$ cat src/tmr_slave_pkg.sv
// Operation
// - Input-XOR select feeds channel 1 filter with XOR of three channel pins.
// - Reset mode on channel 1 any-edge: every Hall toggle restarts counter at 0.
// - Channel 1 selection 11 captures counter on internal trigger signal.
// - Channel 2 mode 111 is PWM mode 2; selection 00 makes channel 2 output.
// - Master select 101 routes channel 2 reference to trigger output.
// - With preload and update source set, trigger input transfers preloaded control bits.
// - Reset-mode trigger reinitialises counter, prescaler; update event when request source low.
// - Slave mode 100 is reset mode: counter cleared and restarted on trigger.
// - Trigger source 101 picks filtered channel 1, 110 picks unfiltered channel 2.
// - Trigger event sets trigger flag; requests interrupt or DMA when enabled.
// - Trigger latency is fixed by input resynchronisation stage.
// - Slave mode 101 is gated mode: count while trigger level active.
// - Gated mode never counts while counter enable is 0.
// - Gated mode sets trigger flag on both start and stop.
// - Slave mode 110 is trigger mode: active edge sets counter enable.
// - Polarity 0 keeps rising/high active, 1 inverts input.
// - External clock mode 2 combines with reset, gated or trigger mode.
// - External trigger: filter, divider, polarity and clock-2 enable supported.
// - Clock mode 2 plus trigger mode: edge enables, then count per external edge.
// - Channel filter code 0000 passes input unfiltered.
// - Selection 01 maps each channel to its own pin.
package tmr_slave_pkg;
  localparam int unsigned CNT_W = 16;
  localparam logic [CNT_W-1:0] CNT_ZERO = 16'h0000;
  localparam logic [CNT_W-1:0] CNT_ONE = 16'h0001;
  localparam logic [CNT_W-1:0] AR_RESET = 16'hffff;
  localparam logic [CNT_W-1:0] CMP_RESET = 16'h0000;
  localparam logic [CNT_W-1:0] PSC_RESET = 16'h0000;

  // Register byte addresses
  localparam logic [7:0] ADDR_CTRL = 8'h00;
  localparam logic [7:0] ADDR_SLAVE = 8'h04;
  localparam logic [7:0] ADDR_CHAN = 8'h08;
  localparam logic [7:0] ADDR_STATUS = 8'h0c;
  localparam logic [7:0] ADDR_COUNT = 8'h10;
  localparam logic [7:0] ADDR_PSC = 8'h14;
  localparam logic [7:0] ADDR_AR = 8'h18;
  localparam logic [7:0] ADDR_CMP2 = 8'h1c;
  localparam logic [7:0] ADDR_CAP1 = 8'h20;
  localparam logic [7:0] ADDR_EVGEN = 8'h24;

  // CTRL fields
  localparam int unsigned B_COUNTER_ENABLE = 0;
  localparam int unsigned B_UPDATE_REQUEST_SOURCE = 1;
  localparam int unsigned B_XOR = 2;
  localparam int unsigned B_CPC = 3;
  localparam int unsigned B_CTRL_UPDATE_SOURCE = 4;
  localparam int unsigned B_MMS = 5;
  localparam int unsigned B_TRIGGER_IRQ_ENABLE = 8;
  localparam int unsigned B_TRIGGER_DMA_ENABLE = 9;
  // SLAVE fields
  localparam int unsigned B_SMS = 0;
  localparam int unsigned B_TRGS = 4;
  localparam int unsigned B_EXT_TRIGGER_FILTER = 8;
  localparam int unsigned B_ETD = 12;
  localparam int unsigned B_ETP = 14;
  localparam int unsigned B_ECLK = 15;
  // CHAN fields
  localparam int unsigned B_CH1_DIRECTION_SELECT = 0;
  localparam int unsigned B_C1P = 2;
  localparam int unsigned B_C1DF = 4;
  localparam int unsigned B_CH2_DIRECTION_SELECT = 8;
  localparam int unsigned B_C2P = 10;
  localparam int unsigned B_C2MODE = 12;
  localparam int unsigned B_CH2EN = 15;
  localparam int unsigned B_CHEN_PRE = 16;
  localparam int unsigned B_CHMODE_PRE = 20;
  // STATUS fields
  localparam int unsigned B_TRIGGER_FLAG = 0;
  localparam int unsigned B_CAP1IF = 1;

  localparam logic [2:0] SMS_RESET = 3'h4;
  localparam logic [2:0] SMS_GATED = 3'h5;
  localparam logic [2:0] SMS_TRIG = 3'h6;
  localparam logic [2:0] TRGS_CH1 = 3'h5;
  localparam logic [2:0] TRGS_CH2 = 3'h6;
  localparam logic [2:0] TRGS_EXT = 3'h7;
  localparam logic [2:0] MMS_OC2 = 3'h5;
  localparam logic [2:0] OC2_PWM2 = 3'h7;
  localparam logic [1:0] SEL_OUT = 2'h0;
  localparam logic [1:0] SEL_OWN = 2'h1;
  localparam logic [1:0] SEL_TRC = 2'h3;
  localparam logic [3:0] FLT_NONE = 4'h0;
  localparam int unsigned FLT_N = 8;
  localparam logic [1:0] RESP_OK = 2'h0;
  localparam logic [1:0] RESP_ERR = 2'h2;
  localparam logic [31:0] WORD_ZERO = 32'h00000000;

  typedef struct packed {
    logic ch1;
    logic ch2;
    logic ch3;
    logic ext;
  } pins_t;

  typedef enum logic [1:0] {
    BUS_IDLE = 2'b00,
    BUS_RESP = 2'b01
  } bus_state_t;
endpackage

$ cat src/tmr_slave_ctrl.sv
// The implementer's own choices: the address map and register access over AXI4-Lite.
`timescale 1ns/100ps
module tmr_slave_ctrl
(
  input wire logic clk_sys_in,
  input wire logic rst_n_in,
  input wire tmr_slave_pkg::pins_t pins_in,
  input wire logic [7:0] awaddr_in,
  input wire logic awvalid_in,
  output logic awready_out,
  input wire logic [31:0] wdata_in,
  input wire logic [3:0] wstrb_in,
  input wire logic wvalid_in,
  output logic wready_out,
  output logic [1:0] bresp_out,
  output logic bvalid_out,
  input wire logic bready_in,
  input wire logic [7:0] araddr_in,
  input wire logic arvalid_in,
  output logic arready_out,
  output logic [31:0] rdata_out,
  output logic [1:0] rresp_out,
  output logic rvalid_out,
  input wire logic rready_in,
  output logic trigger_output_out,
  output logic trigger_irq_out,
  output logic trigger_dma_out,
  output logic ch2_output_out,
  output logic [3:0] channel_output_enable_out,
  output logic [11:0] channel_output_mode_out
);
  import tmr_slave_pkg::*;

  // ****************************************************
  // Registers
  // ****************************************************
  logic [9:0] ctrl;
  logic [15:0] slave;
  logic [31:0] chan;
  logic [1:0] status;
  logic [CNT_W-1:0] count;
  logic [CNT_W-1:0] psc;
  logic [CNT_W-1:0] psc_cnt;
  logic [CNT_W-1:0] ar;
  logic [CNT_W-1:0] ar_shadow;
  logic [CNT_W-1:0] cmp2;
  logic [CNT_W-1:0] cmp2_shadow;
  logic [CNT_W-1:0] cap1;
  logic sw_update;

  wire [2:0] slave_mode_select = slave[B_SMS +: 3];
  wire [2:0] trigger_source_select = slave[B_TRGS +: 3];
  wire [3:0] ext_trigger_filter = slave[B_EXT_TRIGGER_FILTER +: 4];
  wire [1:0] ext_trigger_divider = slave[B_ETD +: 2];
  wire ext_trigger_polarity = slave[B_ETP];
  wire ext_clock2_enable = slave[B_ECLK];
  wire [1:0] ch1_direction_select = chan[B_CH1_DIRECTION_SELECT +: 2];
  wire [1:0] ch2_direction_select = chan[B_CH2_DIRECTION_SELECT +: 2];
  wire [2:0] ch2_output_mode = chan[B_C2MODE +: 3];
  wire [3:0] ch1_input_filter = chan[B_C1DF +: 4];
  wire counter_enable = ctrl[B_COUNTER_ENABLE];

  // ****************************************************
  // Input conditioning
  // ****************************************************
  logic [2:0] sync1;
  logic [2:0] sync2;
  logic [FLT_N-1:0] flt1_hist;
  logic ch1_filt;
  logic ch1_filt_d;
  logic [3:0] etr_cnt;
  logic etr_q;
  logic etr_filt;
  logic etr_filt_d;
  logic [2:0] etr_div;

  // Two-stage resync fixes trigger latency regardless of mode
  always_ff @(posedge clk_sys_in or negedge rst_n_in)
  begin
    if (!rst_n_in)
    begin
      sync1 <= 3'h0;
      sync2 <= 3'h0;
      etr_q <= 1'b0;
    end
    else
    begin
      sync1 <= {pins_in.ext, pins_in.ch2, pins_in.ch1 ^ (ctrl[B_XOR] & (pins_in.ch2 ^ pins_in.ch3))};
      sync2 <= sync1;
      etr_q <= sync2[2];
    end
  end

  // Filter needs FLT_N equal samples; code 0000 bypasses it
  always_ff @(posedge clk_sys_in or negedge rst_n_in)
  begin
    if (!rst_n_in)
    begin
      flt1_hist <= '0;
      ch1_filt <= 1'b0;
    end
    else
    begin
      flt1_hist <= {flt1_hist[FLT_N-2:0], sync2[0]};
      if (ch1_input_filter == FLT_NONE)
        ch1_filt <= sync2[0];
      else if (&flt1_hist)
        ch1_filt <= 1'b1;
      else if (~|flt1_hist)
        ch1_filt <= 1'b0;
    end
  end

  wire ch1_pol = ch1_filt ^ chan[B_C1P];
  wire ch2_pol = sync2[1] ^ chan[B_C2P];
  // Selection 01 maps each channel to its own pin; INTERNAL_TRIGGER_CAPTURE_SOURCE capture uses trigger
  wire ch1_any_edge = ch1_filt ^ ch1_filt_d;

  // External trigger: polarity, filter by consecutive sample count, divider
  wire etr_pol = etr_q ^ ext_trigger_polarity;
  always_ff @(posedge clk_sys_in or negedge rst_n_in)
  begin
    if (!rst_n_in)
    begin
      etr_cnt <= 4'h0;
      etr_filt <= 1'b0;
      etr_filt_d <= 1'b0;
      etr_div <= 3'h0;
      ch1_filt_d <= 1'b0;
    end
    else
    begin
      if (ext_trigger_filter == FLT_NONE || etr_cnt == ext_trigger_filter)
      begin
        etr_filt <= etr_pol;
        etr_cnt <= 4'h0;
      end
      else if (etr_pol != etr_filt)
        etr_cnt <= etr_cnt + 4'h1;
      else
        etr_cnt <= 4'h0;
      etr_filt_d <= etr_filt;
      if (etr_filt & ~etr_filt_d)
        etr_div <= etr_div + 3'h1;
      ch1_filt_d <= ch1_filt;
    end
  end

  wire etr_rise = etr_filt & ~etr_filt_d;
  // Divider 00 passes every edge; 01/10/11 pass every 2nd/4th/8th
  wire ext_trigger_prescaled = etr_rise & ((ext_trigger_divider == 2'h0) |
    (ext_trigger_divider == 2'h1 & etr_div[0]) |
    (ext_trigger_divider == 2'h2 & (&etr_div[1:0])) |
    (ext_trigger_divider == 2'h3 & (&etr_div)));

  // ****************************************************
  // Trigger selection
  // ****************************************************
  logic slave_trigger_input;
  logic trig_prev;
  always_comb
  begin
    if (trigger_source_select == TRGS_CH1)
      slave_trigger_input = (slave_mode_select == SMS_RESET && ctrl[B_XOR]) ?
        ch1_any_edge : ch1_pol;
    else if (trigger_source_select == TRGS_CH2)
      slave_trigger_input = ch2_pol;
    else if (trigger_source_select == TRGS_EXT)
      slave_trigger_input = etr_filt;
    else
      slave_trigger_input = 1'b0;
  end

  always_ff @(posedge clk_sys_in or negedge rst_n_in)
  begin
    if (!rst_n_in)
      trig_prev <= 1'b0;
    else
      trig_prev <= slave_trigger_input;
  end

  wire trig_edge = (slave_mode_select == SMS_RESET && ctrl[B_XOR] &&
    trigger_source_select == TRGS_CH1) ? slave_trigger_input :
    (slave_trigger_input & ~trig_prev);
  wire reset_evt = (slave_mode_select == SMS_RESET) & trig_edge;
  wire trig_start = (slave_mode_select == SMS_TRIG) & trig_edge & ~counter_enable;
  wire gate_on = counter_enable & slave_trigger_input;
  wire gated = slave_mode_select == SMS_GATED;
  logic gate_prev;
  wire gate_change = gated & (gate_on != gate_prev);
  wire trg_event = reset_evt | trig_start | gate_change |
    ((slave_mode_select == SMS_TRIG) & trig_edge);
  wire update_evt = (reset_evt & ~ctrl[B_UPDATE_REQUEST_SOURCE]) | sw_update;

  // ****************************************************
  // Counter
  // ****************************************************
  wire run = gated ? gate_on : counter_enable;
  wire tick_src = ext_clock2_enable ? ext_trigger_prescaled : 1'b1;
  wire psc_done = psc_cnt == psc;

  always_ff @(posedge clk_sys_in or negedge rst_n_in)
  begin
    if (!rst_n_in)
    begin
      count <= CNT_ZERO;
      psc_cnt <= PSC_RESET;
      gate_prev <= 1'b0;
    end
    else
    begin
      gate_prev <= gate_on;
      if (reset_evt | sw_update)
      begin
        count <= CNT_ZERO;
        psc_cnt <= PSC_RESET;
      end
      else if (run & tick_src)
      begin
        psc_cnt <= psc_done ? PSC_RESET : psc_cnt + CNT_ONE;
        if (psc_done)
          count <= (count == ar_shadow) ? CNT_ZERO : count + CNT_ONE;
      end
    end
  end

  // Shadow loads happen on an update event or when the counter wraps at ar_shadow
  always_ff @(posedge clk_sys_in or negedge rst_n_in)
  begin
    if (!rst_n_in)
    begin
      ar_shadow <= AR_RESET;
      cmp2_shadow <= CMP_RESET;
    end
    else if (update_evt | (count == ar_shadow & run & tick_src & psc_done))
    begin
      ar_shadow <= ar;
      cmp2_shadow <= cmp2;
    end
  end

  // ****************************************************
  // Capture, output and control transfer
  // ****************************************************
  always_ff @(posedge clk_sys_in or negedge rst_n_in)
  begin
    if (!rst_n_in)
      cap1 <= CNT_ZERO;
    else if (ch1_direction_select == SEL_TRC && trg_event)
      cap1 <= count;
  end

  // PWM mode 2: high once count reaches compare
  wire ch2_output_reference = (ch2_direction_select == SEL_OUT) &&
    (ch2_output_mode == OC2_PWM2) && (count >= cmp2_shadow);

  always_ff @(posedge clk_sys_in or negedge rst_n_in)
  begin
    if (!rst_n_in)
    begin
      trigger_output_out <= 1'b0;
      ch2_output_out <= 1'b0;
      trigger_irq_out <= 1'b0;
      trigger_dma_out <= 1'b0;
      channel_output_enable_out <= 4'h0;
      channel_output_mode_out <= 12'h000;
    end
    else
    begin
      ch2_output_out <= ch2_output_reference & chan[B_CH2EN];
      trigger_output_out <= (ctrl[B_MMS +: 3] == MMS_OC2) & ch2_output_reference;
      trigger_irq_out <= (status[B_TRIGGER_FLAG] | trg_event) & ctrl[B_TRIGGER_IRQ_ENABLE];
      trigger_dma_out <= trg_event & ctrl[B_TRIGGER_DMA_ENABLE];
      if (ctrl[B_CPC] && ((ctrl[B_CTRL_UPDATE_SOURCE] && trg_event) || sw_update))
      begin
        channel_output_enable_out <= chan[B_CHEN_PRE +: 4];
        channel_output_mode_out <= chan[B_CHMODE_PRE +: 12];
      end
      else if (!ctrl[B_CPC])
      begin
        channel_output_enable_out <= chan[B_CHEN_PRE +: 4];
        channel_output_mode_out <= chan[B_CHMODE_PRE +: 12];
      end
    end
  end

  // ****************************************************
  // AXI4-Lite slave
  // ****************************************************
  bus_state_t wr_state;
  logic aw_held;
  logic w_held;
  logic [7:0] aw_addr;
  logic [31:0] w_data;
  logic [3:0] w_strb;
  wire do_write = aw_held & w_held & (wr_state == BUS_IDLE);

  function automatic logic [31:0] merge(input logic [31:0] old, input logic [31:0] val,
    input logic [3:0] strb);
    logic [31:0] r;
    r = old;
    for (int i = 0; i < 4; i++)
      if (strb[i])
        r[i*8 +: 8] = val[i*8 +: 8];
    return r;
  endfunction

  function automatic logic mapped(input logic [7:0] a);
    return a <= ADDR_EVGEN && a[1:0] == 2'h0;
  endfunction

  always_ff @(posedge clk_sys_in or negedge rst_n_in)
  begin
    if (!rst_n_in)
    begin
      wr_state <= BUS_IDLE;
      aw_held <= 1'b0;
      w_held <= 1'b0;
      aw_addr <= 8'h00;
      w_data <= WORD_ZERO;
      w_strb <= 4'h0;
      awready_out <= 1'b0;
      wready_out <= 1'b0;
      bvalid_out <= 1'b0;
      bresp_out <= RESP_OK;
    end
    else
    begin
      awready_out <= ~aw_held & ~awready_out & awvalid_in & (wr_state == BUS_IDLE);
      wready_out <= ~w_held & ~wready_out & wvalid_in & (wr_state == BUS_IDLE);
      if (awvalid_in & awready_out)
      begin
        aw_held <= 1'b1;
        aw_addr <= awaddr_in;
      end
      if (wvalid_in & wready_out)
      begin
        w_held <= 1'b1;
        w_data <= wdata_in;
        w_strb <= wstrb_in;
      end
      case (wr_state)
        BUS_IDLE:
          if (do_write)
          begin
            wr_state <= BUS_RESP;
            bvalid_out <= 1'b1;
            bresp_out <= mapped(aw_addr) ? RESP_OK : RESP_ERR;
            aw_held <= 1'b0;
            w_held <= 1'b0;
          end
        default:
          if (bready_in)
          begin
            bvalid_out <= 1'b0;
            wr_state <= BUS_IDLE;
          end
      endcase
    end
  end

  // Old value of the addressed register, so byte lanes merge into it
  logic [31:0] wr_old;
  logic [31:0] wr_word;
  always_comb
  begin
    if (aw_addr == ADDR_CTRL)
      wr_old = {22'h0, ctrl};
    else if (aw_addr == ADDR_SLAVE)
      wr_old = {16'h0, slave};
    else if (aw_addr == ADDR_CHAN)
      wr_old = chan;
    else if (aw_addr == ADDR_PSC)
      wr_old = {16'h0, psc};
    else if (aw_addr == ADDR_AR)
      wr_old = {16'h0, ar};
    else if (aw_addr == ADDR_CMP2)
      wr_old = {16'h0, cmp2};
    else
      wr_old = WORD_ZERO;
    wr_word = merge(wr_old, w_data, w_strb);
  end

  // Register writes; hardware flag set wins over software clear
  always_ff @(posedge clk_sys_in or negedge rst_n_in)
  begin
    if (!rst_n_in)
    begin
      ctrl <= 10'h000;
      slave <= 16'h0000;
      chan <= WORD_ZERO;
      status <= 2'h0;
      psc <= PSC_RESET;
      ar <= AR_RESET;
      cmp2 <= CMP_RESET;
      sw_update <= 1'b0;
    end
    else
    begin
      sw_update <= do_write && aw_addr == ADDR_EVGEN && w_strb[0] && w_data[0];
      if (do_write)
      begin
        if (aw_addr == ADDR_CTRL)
          ctrl <= wr_word[9:0];
        else if (aw_addr == ADDR_SLAVE)
          slave <= wr_word[15:0];
        else if (aw_addr == ADDR_CHAN)
          chan <= wr_word;
        else if (aw_addr == ADDR_STATUS && w_strb[0])
          status <= status & w_data[1:0];
        else if (aw_addr == ADDR_PSC)
          psc <= wr_word[15:0];
        else if (aw_addr == ADDR_AR)
          ar <= wr_word[15:0];
        else if (aw_addr == ADDR_CMP2)
          cmp2 <= wr_word[15:0];
      end
      if (trig_start)
        ctrl[B_COUNTER_ENABLE] <= 1'b1;
      if (trg_event)
        status[B_TRIGGER_FLAG] <= 1'b1;
      if (ch1_direction_select == SEL_TRC && trg_event)
        status[B_CAP1IF] <= 1'b1;
    end
  end

  always_ff @(posedge clk_sys_in or negedge rst_n_in)
  begin
    if (!rst_n_in)
    begin
      arready_out <= 1'b0;
      rvalid_out <= 1'b0;
      rdata_out <= WORD_ZERO;
      rresp_out <= RESP_OK;
    end
    else
    begin
      arready_out <= arvalid_in & ~arready_out & ~rvalid_out;
      if (arvalid_in & arready_out)
      begin
        rvalid_out <= 1'b1;
        rresp_out <= mapped(araddr_in) ? RESP_OK : RESP_ERR;
        if (araddr_in == ADDR_CTRL)
          rdata_out <= {22'h0, ctrl};
        else if (araddr_in == ADDR_SLAVE)
          rdata_out <= {16'h0, slave};
        else if (araddr_in == ADDR_CHAN)
          rdata_out <= chan;
        else if (araddr_in == ADDR_STATUS)
          rdata_out <= {30'h0, status};
        else if (araddr_in == ADDR_COUNT)
          rdata_out <= {16'h0, count};
        else if (araddr_in == ADDR_PSC)
          rdata_out <= {16'h0, psc};
        else if (araddr_in == ADDR_AR)
          rdata_out <= {16'h0, ar};
        else if (araddr_in == ADDR_CMP2)
          rdata_out <= {16'h0, cmp2};
        else if (araddr_in == ADDR_CAP1)
          rdata_out <= {16'h0, cap1};
        else
          rdata_out <= WORD_ZERO;
      end
      else if (rvalid_out & rready_in)
        rvalid_out <= 1'b0;
    end
  end

  // ****************************************************
  // Checks
  // ****************************************************
  AST_RESET_CLEARS: assert property (@(posedge clk_sys_in) disable iff (!rst_n_in)
    reset_evt |=> count == CNT_ZERO) else $error("reset trigger did not clear counter");
  AST_TRG_FLAG: assert property (@(posedge clk_sys_in) disable iff (!rst_n_in)
    trg_event |=> status[B_TRIGGER_FLAG]) else $error("trigger flag not set");
  AST_GATE_HOLD: assert property (@(posedge clk_sys_in) disable iff (!rst_n_in)
    (gated && !counter_enable && !sw_update) |=> count == $past(count))
    else $error("gated counter moved while disabled");
  AST_TRIG_START: assert property (@(posedge clk_sys_in) disable iff (!rst_n_in)
    trig_start |=> counter_enable) else $error("trigger mode did not start counter");
  AST_TRIGGER_OUTPUT: assert property (@(posedge clk_sys_in) disable iff (!rst_n_in)
    (ctrl[B_MMS +: 3] == MMS_OC2) |=> trigger_output_out == $past(ch2_output_reference))
    else $error("trigger output not channel 2 reference");
  AST_CAPTURE: assert property (@(posedge clk_sys_in) disable iff (!rst_n_in)
    (ch1_direction_select == SEL_TRC && trg_event) |=> cap1 == $past(count))
    else $error("capture missed trigger");
  AST_ANY_EDGE: assert property (@(posedge clk_sys_in) disable iff (!rst_n_in)
    $changed(ch1_filt) |-> ch1_any_edge ##1 (ch1_any_edge == $changed(ch1_filt)))
    else $error("any-edge pulse wrong");
  AST_XOR_IN: assert property (@(posedge clk_sys_in) disable iff (!rst_n_in)
    ctrl[B_XOR] |=> sync1[0] == ($past(pins_in.ch1) ^ $past(pins_in.ch2) ^ $past(pins_in.ch3)))
    else $error("input xor wrong");
  AST_GATE_FLAG: assert property (@(posedge clk_sys_in) disable iff (!rst_n_in)
    gate_change |=> status[B_TRIGGER_FLAG]) else $error("gate change flag missing");
endmodule

$ cat config.mk
export PLATFORM = sky130hd
export DESIGN_NAME = tmr_slave_ctrl
export DESIGN_NICKNAME = d
export VERILOG_FILES = /design/src/tmr_slave_pkg.sv /design/src/tmr_slave_ctrl.sv
export SDC_FILE = /design/constraint.sdc
export NUM_CORES = 1
export LEC_CHECK = 0
export BUFFER_PORTS_ARGS = -buffer_cell sky130_fd_sc_hd__buf_4
export CAP_MARGIN = 5
export CORE_MARGIN = 2
export CORE_UTILIZATION = 35
export DETAILED_ROUTE_END_ITERATION = 7
export HOLD_SLACK_MARGIN = 0.02
export PLACE_DENSITY_LB_ADDON = 0.3
export SLEW_MARGIN = 20
export SYNTH_ARGS = -nofsm -noshare
export SYNTH_HDL_FRONTEND = slang
export SYNTH_SLANG_ARGS = --single-unit
$ cat constraint.sdc
create_clock -name clk_sys_in -period 3.54 [get_ports clk_sys_in]
set_input_delay 0.354 -clock clk_sys_in [delete_from_list [all_inputs] [get_ports clk_sys_in]]
set_output_delay 0.354 -clock clk_sys_in [all_outputs]
set_load 0.02 [all_outputs]
# ---- After elaboration in Yosys (flattened, before gate mapping)
# Cells that the tools add are included.
dict set report word_totals {
  memories 0
  mem_bits_rw 0
  ff_bits 326
  out_inout_bits 61
  input_bits 63
  word_cells 286
  latchBits 0
  romBits 0
}
dict set report classes {
  n_mux 67
  div 0
  shift 0
  n_eq_ne 43
  magnitude_cmp 3
  mul 0
  n_reduce_logical 52
  addsub 4
  n_bitwise 68
}
# op count
set ops {}
lappend ops {{2-to-1 mux 16 bit} 15}
lappend ops {{2-to-1 mux 32 bit} 6}
lappend ops {{== test 8 x 5 -> 1 bit (second input constant)} 7}
lappend ops {{bitwise AND 1 bit} 35}
lappend ops {{adder 16 x 1 -> 16 bit (second input constant)} 2}
lappend ops {{== test 16 bit} 2}
lappend ops {{== test 8 x 4 -> 1 bit (second input constant)} 4}
lappend ops {{2-to-1 mux 8 bit} 4}
lappend ops {{2-to-1 mux 1 bit} 26}
lappend ops {{== test 3 bit (second input constant)} 8}
lappend ops {{2-to-1 mux 12 bit} 2}
lappend ops {{2-to-1 mux 2 bit} 10}
lappend ops {{AND reduction 5 bit} 4}
lappend ops {{nonzero test 2 bit} 10}
lappend ops {{== test 8 x 3 -> 1 bit (second input constant)} 2}
lappend ops {{== test 8 x 6 -> 1 bit (second input constant)} 2}
lappend ops {{>= comparator 16 bit} 1}
lappend ops {{less-or-equal comparator 8 x 6 -> 1 bit (second input constant)} 2}
lappend ops {{logical NOT 8 bit} 2}
lappend ops {{2-to-1 mux 4 bit} 4}
lappend ops {{inverter 1 bit} 16}
lappend ops {{AND reduction 8 bit} 2}
lappend ops {{!= test 2 bit (second input constant)} 7}
lappend ops {{logical AND 1 bit} 13}
lappend ops {{other kinds (21)} 51}

# ---- Longest topological paths before layout
# Gate-level depths: netlist of run 1.
dict set report depth {
  ltp_word 15
  ltp_mapped 12
}

# ---- Worst setup path before layout of run 1
# No wires, ideal clock.
dict set report synth_path {
  kind {register to register}
  startpoint {reg slave[1]}
  endpoint {reg channel_output_enable_out[0]}
  stages_incl_launch_ff 11
  setup_ns 0.125
  required_ns 3.415
  path_slack_ns 1.153
  t_arrival_ns 2.262
  path_cell_list {dfrtp_1 nand4bb_1 mux2i_1 a21o_1 and2_4 xnor2_2 o21ai_2 a211o_1 buf_6 buf_12 mux2_4}
}
dict set report synth_via {
  elab_cells_between_ends 23
  cone_classes {5 x eq/ne; 4 x mux; 9 x bitwise; 5 x reduce/logical}
}
# element line_no
set synth_rtl {}
lappend synth_rtl {{start, declared} tmr_slave_ctrl.sv:38} ;# logic [15:0] slave;
lappend synth_rtl {{start signal, assigned} tmr_slave_ctrl.sv:406} ;# slave <= wr_word[15:0];
lappend synth_rtl {{== test 3 bit *} tmr_slave_ctrl.sv:164} ;# slave_trigger_input = (slave_mode_select == SMS_RESET && ctrl[B_XOR]) ?
lappend synth_rtl {{logical AND 1 bit *} tmr_slave_ctrl.sv:164}
lappend synth_rtl {{2-to-1 mux 1 bit *} tmr_slave_ctrl.sv:164}
lappend synth_rtl {{2-to-1 mux 1 bit *} tmr_slave_ctrl.sv:163} ;# if (trigger_source_select == TRGS_CH1)
lappend synth_rtl {{via slave_trigger_input} tmr_slave_ctrl.sv:159} ;# logic slave_trigger_input;
lappend synth_rtl {{bitwise AND 1 bit *} tmr_slave_ctrl.sv:187} ;# wire gate_on = counter_enable & slave_trigger_input;
lappend synth_rtl {{via gate_on} tmr_slave_ctrl.sv:187}
lappend synth_rtl {{!= test 1 bit *} tmr_slave_ctrl.sv:190} ;# wire gate_change = gated & (gate_on != gate_prev);
lappend synth_rtl {{bitwise AND 1 bit *} tmr_slave_ctrl.sv:190}
lappend synth_rtl {{OR 1 bit * (2 in a row)} tmr_slave_ctrl.sv:191} ;# wire trg_event = reset_evt | trig_start | gate_change |
lappend synth_rtl {{logical AND 1 bit *} tmr_slave_ctrl.sv:274} ;# if (ctrl[B_CPC] && ((ctrl[B_CTRL_UPDATE_SOURCE] && trg_event) || sw_update))
lappend synth_rtl {{logical OR 1 bit *} tmr_slave_ctrl.sv:274}
lappend synth_rtl {{logical AND 1 bit *} tmr_slave_ctrl.sv:274}
lappend synth_rtl {{!= test 2 x 1 -> 1 bit (no source line) / 2-to-1 mux 4 bit (equally long branches)} n/a}
lappend synth_rtl {{end signal, assigned} tmr_slave_ctrl.sv:276} ;# channel_output_enable_out <= chan[B_CHEN_PRE +: 4];
lappend synth_rtl {{end signal, assigned} tmr_slave_ctrl.sv:281} ;# channel_output_enable_out <= chan[B_CHEN_PRE +: 4];
lappend synth_rtl {{end, declared} tmr_slave_ctrl.sv:29} ;# output logic [3:0] channel_output_enable_out,
# The timed path passes the listed nets; every way through them passes the cells marked *.
# A chain may end at the register's enable or synchronous reset.

# ---- Worst setup path in the final report of run 1
dict set report layout_path {
  startpoint {reg count[0]}
  endpoint {reg trigger_output_out}
}
dict set report layout_via {
  elab_chain_len 3
}
# element line_no
set layout_lines {}
lappend layout_lines {{start, declared} tmr_slave_ctrl.sv:41} ;# logic [CNT_W-1:0] count;
lappend layout_lines {{start signal, assigned} tmr_slave_ctrl.sv:222} ;# count <= (count == ar_shadow) ? CNT_ZERO : count + CNT_ONE;
lappend layout_lines {{>= comparator 16 bit} tmr_slave_ctrl.sv:255} ;# (ch2_output_mode == OC2_PWM2) && (count >= cmp2_shadow);
lappend layout_lines {{logical AND 1 bit} tmr_slave_ctrl.sv:255}
lappend layout_lines {{bitwise AND 1 bit} tmr_slave_ctrl.sv:271} ;# trigger_output_out <= (ctrl[B_MMS +: 3] == MMS_OC2) & ch2_output_reference;
lappend layout_lines {{end signal, assigned} tmr_slave_ctrl.sv:271}
lappend layout_lines {{end, declared} tmr_slave_ctrl.sv:25} ;# output logic trigger_output_out,
# No other way between the ends.

==> results.cfg, run 1 <==
[synthesis]
synth.top_cells.by_area = dfrtp_1 49%, mux2_2 8.8%, dfstp_2 5.6%
ys_warn_count = 0
yosysUniqueCellTypes = 71
async_flop_share_pct = 100
synth.ff_latch_count = 322
synthFlopType = dfrtp_1
synth_area_um2 = 14900
synth_top_area_share_pct = 48.7
syn_area_per_cell_um2 = 10.9
postSynthCellCount = 1370
yosys.area.top_type = dfrtp_1
synth-edff-count = 0
ys_seq_area_share_pct = 54.4

[worst_setup_path]
cp.required_ps = 3920
cp-start-kind = flip-flop
arrival_ps = 3350
path_buf_inv = 1
crit_top_cell = a21o_1
crit_chain = inv_1 -> ha_1 -> nand2b_1 -> a21o_1 -> a21o_1 -> a21o_1 -> a211oi_1 -> o211ai_1 -> a221oi_1 -> nor4_1
end_kind = flip-flop
critical_path.max_stage_delay_ps = 610
worstSetupPathType = flip-flop to flip-flop
slowest_stage = a221oi_1
path_delay_family = compound AO/OA/AOI/OAI gates
cp_max_fo = 7

[finish]
diodes = 0
layout-drive-gt1-share_pct = 25.7
fin_cells = 2087
fillerInstances = 3921
nets = 1603
final_cell_mix = 290 x dfrtp_1, 175 x nand2_1, 150 x o21ai_0, 149 x buf_4, 116 x mux2_2
reg.largest.list = chan (32), rdata_out (32), w_data (32)
final_common_cell = dfrtp_1
area_delta_synth_final_pct = 21.4

[run]
cap_violations = 0

[clock_network]
tritoncts = done
cts_resized = 0
numCtsBuffers = 37
cts_buffer_depth = 3
clk_pin_slew_worst_paths_ps = 60
cts.sinks = 322
h-tree-depth = 2
post_cts_buffers = 0
cts-root-buf = clkbuf_16
clk_latency_ps = 560

[placed_design]
gp_congestion = 0.890
dpl.cell_count = 1993
dp_hpwl_mm = 30.7
numPortBuffers = 121

[sta]
setup-violations-final = 0
slew_viol_final = 0
max_freq_mhz = 336
fin_setup_tns_ps = 0
rsz0062_at_grt = false
tightest_slew_ps = 1010
skew_ps = 27.5
final-hold-violation-count = 0
final.period_utilization_pct = 84.1
min_period_ps = 2980
slew_headroom_pct = 32.3

[grt]
grt_pass1_vias = 11100
grt_max_degree = 92
grt-ovfl-total = 0
grt_usage_pct = 20.1
grt_pass1_wl_mm = 68.2
antenna_found_initial = 0

[floorplanning]
core_um2 = 41900
die_w_um = 210
io_pins = 124
initial_core_util_pct = 35.5
die_area_um2 = 44200
rows = 75
die_h_um = 210

[route]
drtAntennaViolNets = 0
wirelength_mm = 43.6
vias = 11300
wire_per_inst_um = 20.9
drtPass1Iterations = 8
post-route-drc-count = 5
vias_per_cell = 5.42
first_iter_violations = 1090

[power_and_ir_drop]
max-vdd-ir-drop_mv = 0.411
powerDensity_nw_per_um2 = 613
leakagePower_nw = 8.00

[run_status]
violations = DRC
status = finished with violations

[min_path]
holdCritPathClass = input port to flip-flop
[report_power, final]
part | internal [mW] | leakage, nW | switching (mW) | total [mW]
sequential | 4.23 | 4.22 | 0.668 | 4.90
clock | 2.61 | 0.675 | 1.59 | 4.21
combinational | 0.909 | 3.11 | 1.07 | 1.98
[cells in the mapped netlist (20+ instances only)]
library cell  instances
xnor2_1              46
nand2b_1             20
a21oi_1              51
dfrtp_1             290
mux2_2              116
nor2_1               73
clkbuf_1             58
ha_1                 21
dfstp_2              32
inv_1                31
o21ai_0             150
a22oi_1              23
nand2_1             177
[timing repair]
item	4_1_cts	5_1_grt
endpoints found under the setup margin	0	0
hold buffers	26	0
hold endpoints to repair	99	0
[final cells by class]
cell class | count | area [µm²] | share of cell area, %
Clock buffer | 52 | 1130 | 6.28
Clock inverter | 16 | 221 | 1.23
Inverter | 31 | 116 | 0.644
Multi-Input combinational cell | 948 | 6370 | 35.3
Sequential cell | 322 | 8100 | 44.8
Tap cell | 539 | 674 | 3.73
Timing Repair Buffer | 179 | 1450 | 8.05
[kinds of logic (layout without fill, tap and decap cells)]
kind of cell / count (synthesis) / count (layout) / synth area share, %
AOI/OAI and AO/OA: 346 / 346 / 14.5
xor gates and xnor gates: 60 / 60 / 3.58
adders and majority gates: 21 / 21 / 1.76
buffers and inverters: 101 / 278 / 2.96
DFF: 322 / 322 / 54.4
muxes: 133 / 133 / 10.3
other: 1 / 2 / 0.0252
and+or+nand+nor: 386 / 386 / 12.5
[metal layers]
metal / vias up / part of all wire (%) / GRT usage, %
met2: 340 / 46 / 30.9
li1: 5213 / - / -
met1: 5701 / 45 / 28.7
met5: - / 0 / 0
met4: 0 / 2.3 / 6.63
met3: 63 / 6.8 / 3.86
[worst paths after layout]
path	startpoint	to	slack, ps	depth (start not counted)
worst max-delay path	count[0]	trigger_output_out	560	10
worst max register to register	count[0]	trigger_output_out	560	10
worst min register to register	sync2[2]	etr_q	350	0
max in group asynchronous	rst_n_in	ar_shadow[3]	2120	3
worst min-delay path	wstrb_in[3]	w_strb[3]	50	2
min in group asynchronous	rst_n_in	flt1_hist[7]	430	2
[per-stage QoR]
| stage | util, % | instance area [µm²] | setup WS, ps | total power [mW] | hold WS [ps] |
|---|---|---|---|---|---|
| CTS | 43.1 | 18100 | 575 | 11.2 | 20.2 |
| floorplan | - | 14900 | 1150 | 6.10 | 58.4 |
| detailed placement | 39.2 | 16500 | 604 | 6.92 | 339 |
| global placement | 39.2 | 16500 | 594 | 6.85 | 334 |
| global route | 43.1 | 18100 | 358 | 11.6 | 26.7 |
| finish | 43.1 | 18100 | 562 | 11.1 | 46.2 |
Note: power is estimated with default switching activity, not from simulation.
==> run 2: changes to the inputs <==
==> constraint.sdc (replaced) <==
create_clock -name clk_sys_in -period 2.7 [get_ports clk_sys_in]
set_input_delay 0.27 -clock clk_sys_in [delete_from_list [all_inputs] [get_ports clk_sys_in]]
set_output_delay 0.27 -clock clk_sys_in [all_outputs]
set_load 0.02 [all_outputs]
==> results.cfg, run 2 (same netlist as run 1, synthesis figures left out) <==
[run_status]
status = finished with violations
violations = DRC

[route]
vias = 11600
vias_per_cell = 5.36
drtAntennaViolNets = 0
post-route-drc-count = 4
wire_per_inst_um = 20.2
wirelength_mm = 43.6
drtPass1Iterations = 8
first_iter_violations = 1177

[power_and_ir_drop]
power.total_mw = 14.2
max-vdd-ir-drop_mv = 0.475
leakagePower_nw = 8.29
powerDensity_nw_per_um2 = 764

[finish]
fillerInstances = 3872
design_area_um2 = 18600
nets = 1680
layout-drive-gt1-share_pct = 27.3
diodes = 0
final_common_cell = dfrtp_1
reg.largest.list = chan (32), rdata_out (32), w_data (32)
fin_cells = 2159
final_cell_mix = 290 x dfrtp_1, 195 x buf_4, 175 x nand2_1, 148 x o21ai_0, 116 x mux2_2
area_delta_synth_final_pct = 25.1

[sta]
final.period_utilization_pct = 94.5
fin_setup_tns_ps = 0
final-hold-violation-count = 0
max_freq_mhz = 392
skew_ps = 9.83
slew_viol_final = 0
slew_headroom_pct = 49.0
rsz0062_at_grt = false
tightest_slew_ps = 765
min_period_ps = 2550
setup-violations-final = 0

[min_path]
holdCritPathClass = input port to flip-flop

[placed_design]
dpl.cell_count = 2043
numPortBuffers = 121
dp_hpwl_mm = 31.6
dpl_cell_area_um2 = 16900
gp_congestion = 0.912

[grt]
grt_pass1_wl_mm = 68.8
grt_usage_pct = 20.0
grt_max_degree = 97
grt-ovfl-total = 0
antenna_found_initial = 1
grt_pass1_vias = 11600

[worst_setup_path]
setup.worst_path.start = aw_addr[1]
crit_end = slave[15]
r2r_cells = 8
cp.required_ps = 3080
worstSetupPathType = flip-flop to flip-flop
worst_r2r_endpoint = slave[15]
cp-start-kind = flip-flop
end_kind = flip-flop
reg2reg_slack_ps = 150
cp_max_fo = 12
arrival_ps = 2930
reg2reg_from = aw_addr[1]

[clock_network]
cts_buffer_depth = 3
cts.sinks = 322
tritoncts = done
numCtsBuffers = 36
clk_pin_slew_worst_paths_ps = 60
clk_latency_ps = 520
cts-root-buf = clkbuf_16
h-tree-depth = 2

[floorplanning]
io_pins = 124
die_h_um = 210
die_area_um2 = 44200
die_w_um = 210
rows = 75
core_um2 = 41900
initial_core_util_pct = 35.5

[run]
cap_violations = 0
[run 2: cell count changes in the layout (fill, tap and decap cells not counted), sizes merged]
cell | previous run | this run
bufinv | 5 | 2
dlygate4sd3 | 26 | 53
clkinv | 7 | 5
buf | 153 | 204
clkbuf | 52 | 53
inv | 34 | 31
clkinvlp | 1 | 2
[run 2: power by group]
group          internal, mW  switching, mW  total [mW]
logic                  1.43           1.55        2.98
clock network          2.94           1.95        4.90
registers              5.55          0.800        6.35
total                  9.93           4.31        14.2
[run 2: stage by stage]
| stage | hold slack (ps) | setup WS (ps) | util, % |
|---|---|---|---|
| floorplan | -25.6 | 313 | - |
| global placement | 206 | -10.4 | 40.2 |
| detailed placement | 210 | 71.3 | 40.2 |
| finish | 59.3 | 148 | 44.4 |
| CTS | 46.8 | 29.1 | 44.3 |
| global route | 89.8 | 0.504 | 44.4 |
[run 2: how the worst min path moves through the flow]
stage	endpoint	start	cells after the start	slack, ps
2_1_floorplan	arready_out	rst_n_in	0	-30
3_3_place_gp	flt1_hist[4]	rst_n_in	1	210
3_5_place_dp	flt1_hist[5]	rst_n_in	1	210
4_1_cts	sync1[0]	pins_in[1]	4	50
5_1_grt	sync1[0]	pins_in[1]	4	90
6_report	sync1[0]	pins_in[1]	4	60
[run 2: final cells by class]
cell class	count	area [µm²]	share of cell area, %
timing repair buffer	257	2170	11.6
clock buffer	53	1080	5.78
tap	539	674	3.62
clock inverter	9	100	0.537
inverter	31	116	0.625
sequential	322	8100	43.5
multi-input combinational	948	6390	34.3
[run 2: critical path, stage by stage, from the launching register on]
cell       delay, ps
dfrtp_1          460
or4b_1           650
nor2_1           220
buf_12           180
a211oi_1          60
a21oi_1          200
a2111oi_2        110
a21oi_1          380
mux2i_1          150
[run 2: per-layer routing]
metal,GRT usage (%),share of wire (%)
met2,31.2,46
met3,3.17,6.4
met5,0,0.030
met4,6.46,2.9
met1,28.7,45
[run 2: what timing repair did]
item	4_1_cts	5_1_grt
hold buffers	53	0
setup buffers	0	1
endpoints found under the hold margin	94	0
resized for setup	0	7
setup endpoints to repair	0	66
==> run 3: changes to the inputs <==
--- a/config.mk
+++ b/config.mk
@@ -7,8 +7,10 @@
 export LEC_CHECK = 0
 export BUFFER_PORTS_ARGS = -buffer_cell sky130_fd_sc_hd__buf_4
 export CAP_MARGIN = 5
+export CORE_ASPECT_RATIO = 1.5
 export CORE_MARGIN = 2
 export CORE_UTILIZATION = 35
+export CTS_BUF_LIST = sky130_fd_sc_hd__clkbuf_4 sky130_fd_sc_hd__clkbuf_8 sky130_fd_sc_hd__clkbuf_16
 export DETAILED_ROUTE_END_ITERATION = 7
 export HOLD_SLACK_MARGIN = 0.02
 export PLACE_DENSITY_LB_ADDON = 0.3
==> results.cfg, run 3 (same netlist as run 1, synthesis figures left out) <==
[run_status]
status = finished, final reports clean

[worst_setup_path]
cp_max_fo = 2
cp-start-kind = flip-flop
slowest_stage = dfrtp_1
reg2reg_from = count[0]
arrival_ps = 2990
crit_top_cell = a21o_1
cp.required_ps = 3140
crit_chain = inv_1 -> ha_1 -> nand2b_1 -> a21o_1 -> a21o_1 -> a21o_1 -> a211oi_1 -> o211ai_1 -> a221oi_1 -> buf_4 -> nor4_1
critical_path.max_stage_delay_ps = 350
setup.worst_path.start = count[0]
end_kind = flip-flop
worstSetupPathType = flip-flop to flip-flop

[route]
wire_per_inst_um = 20.1
first_iter_violations = 1089
wirelength_mm = 44.1
vias_per_cell = 5.30
vias = 11600
drtPass1Iterations = 7
post-route-drc-count = 0
drtAntennaViolNets = 0

[sta]
fin_setup_tns_ps = 0
min_period_ps = 2550
tightest_slew_ps = 633
max_freq_mhz = 392
slew_headroom_pct = 57.4
skew_ps = 18.1
rsz0062_at_grt = false
slew_viol_final = 0
final.period_utilization_pct = 94.5
final-hold-violation-count = 0
setup-violations-final = 0

[placed_design]
numPortBuffers = 121
gp_congestion = 0.894
dp_hpwl_mm = 32.5

[run]
cap_violations = 0

[finish]
layout-drive-gt1-share_pct = 27.8
fin_util_pct = 44.5
nets = 1685
reg.largest.list = chan (32), rdata_out (32), w_data (32)
area_delta_synth_final_pct = 25.6
final_common_cell = dfrtp_1
final_cell_mix = 290 x dfrtp_1, 202 x buf_4, 175 x nand2_1, 147 x o21ai_0, 116 x mux2_2
fillerInstances = 3916
diodes = 0

[floorplanning]
core_um2 = 42000
die_area_um2 = 44200
die_h_um = 257
io_pins = 124
initial_core_util_pct = 35.4
rows = 92
die_w_um = 172

[power_and_ir_drop]
max-vdd-ir-drop_mv = 0.507
leakagePower_nw = 8.34
powerDensity_nw_per_um2 = 755
power.total_mw = 14.1

[clock_network]
clk_latency_ps = 580
tritoncts = done
clk_pin_slew_worst_paths_ps = 60
numCtsBuffers = 31
cts-root-buf = clkbuf_16
cts.sinks = 322
h-tree-depth = 1
cts_buffer_depth = 3

[grt]
grt_pass1_wl_mm = 68.3
antenna_found_initial = 0
grt-ovfl-total = 0
grt_pass1_vias = 11700
grt_usage_pct = 20.1
grt_max_degree = 89

[min_path]
holdCritPathClass = input port to flip-flop
hold_start = araddr_in[0]
run 3: worst max-delay path: cells and delay by family (launching register included):
family                     cells  cell delay [ps]
buffers and inverters          2              260
adders and majority gates      1              280
DFF                            1              350
and+or+nand+nor                2              210
AOI/OAI and AO/OA              6             1320
run 3: through the flow:
step                hold slack, ps  cell area, µm²  worst slack [ps]  cells
global placement               188           17000              93.9   2077
floorplan                    -25.6           14900               313   1371
detailed placement             191           17000              77.4   2077
CTS                           75.1           18700              64.8   2189
finish                        90.3           18700               147   2190
global route                   114           18700              13.6   2190
run 3: where the power goes:
part	internal (mW)	leakage, nW	switching (mW)
registers	5.55	4.22	0.716
logic	1.47	3.56	1.65
clock network	2.85	0.567	1.89
run 3: timing repair:
item | in CTS | in global routing
setup buffers | 0 | 1
endpoints found under the hold margin | 111 | 0
resized for setup | 0 | 6
endpoints found under the setup margin | 0 | 26
hold buffers | 54 | 0
run 3: path summary, 6_finish.rpt:
| kind | slack, ps | endpoint | cells after the start |
|---|---|---|---|
| worst max register to register | 150 | trigger_output_out | 11 |
| min in group asynchronous | 170 | flt1_hist[5] | 2 |
| max in group asynchronous | 1700 | ar[9] | 3 |
| worst min register to register | 350 | sync2[2] | 0 |
| worst max-delay path | 150 | trigger_output_out | 11 |
| worst min-delay path | 90 | rresp_out[1] | 4 |
run 3: area by class of cell:
type	count	area (µm²)	area share, %
well taps	564	706	3.77
clock inverters	9	149	0.796
flip-flops and latches	322	8100	43.3
multi-input cells	948	6380	34.1
clock buffers	49	973	5.21
inverters	31	116	0.622
repair buffers	267	2270	12.2
run 3: metal layers:
layer  part of all wire [%]  global-route usage [%]
met5                      0                       0
met4                    5.5                    10.3
met1                     40                    25.2
met2                     50                    33.9
met3                    5.2                    2.35
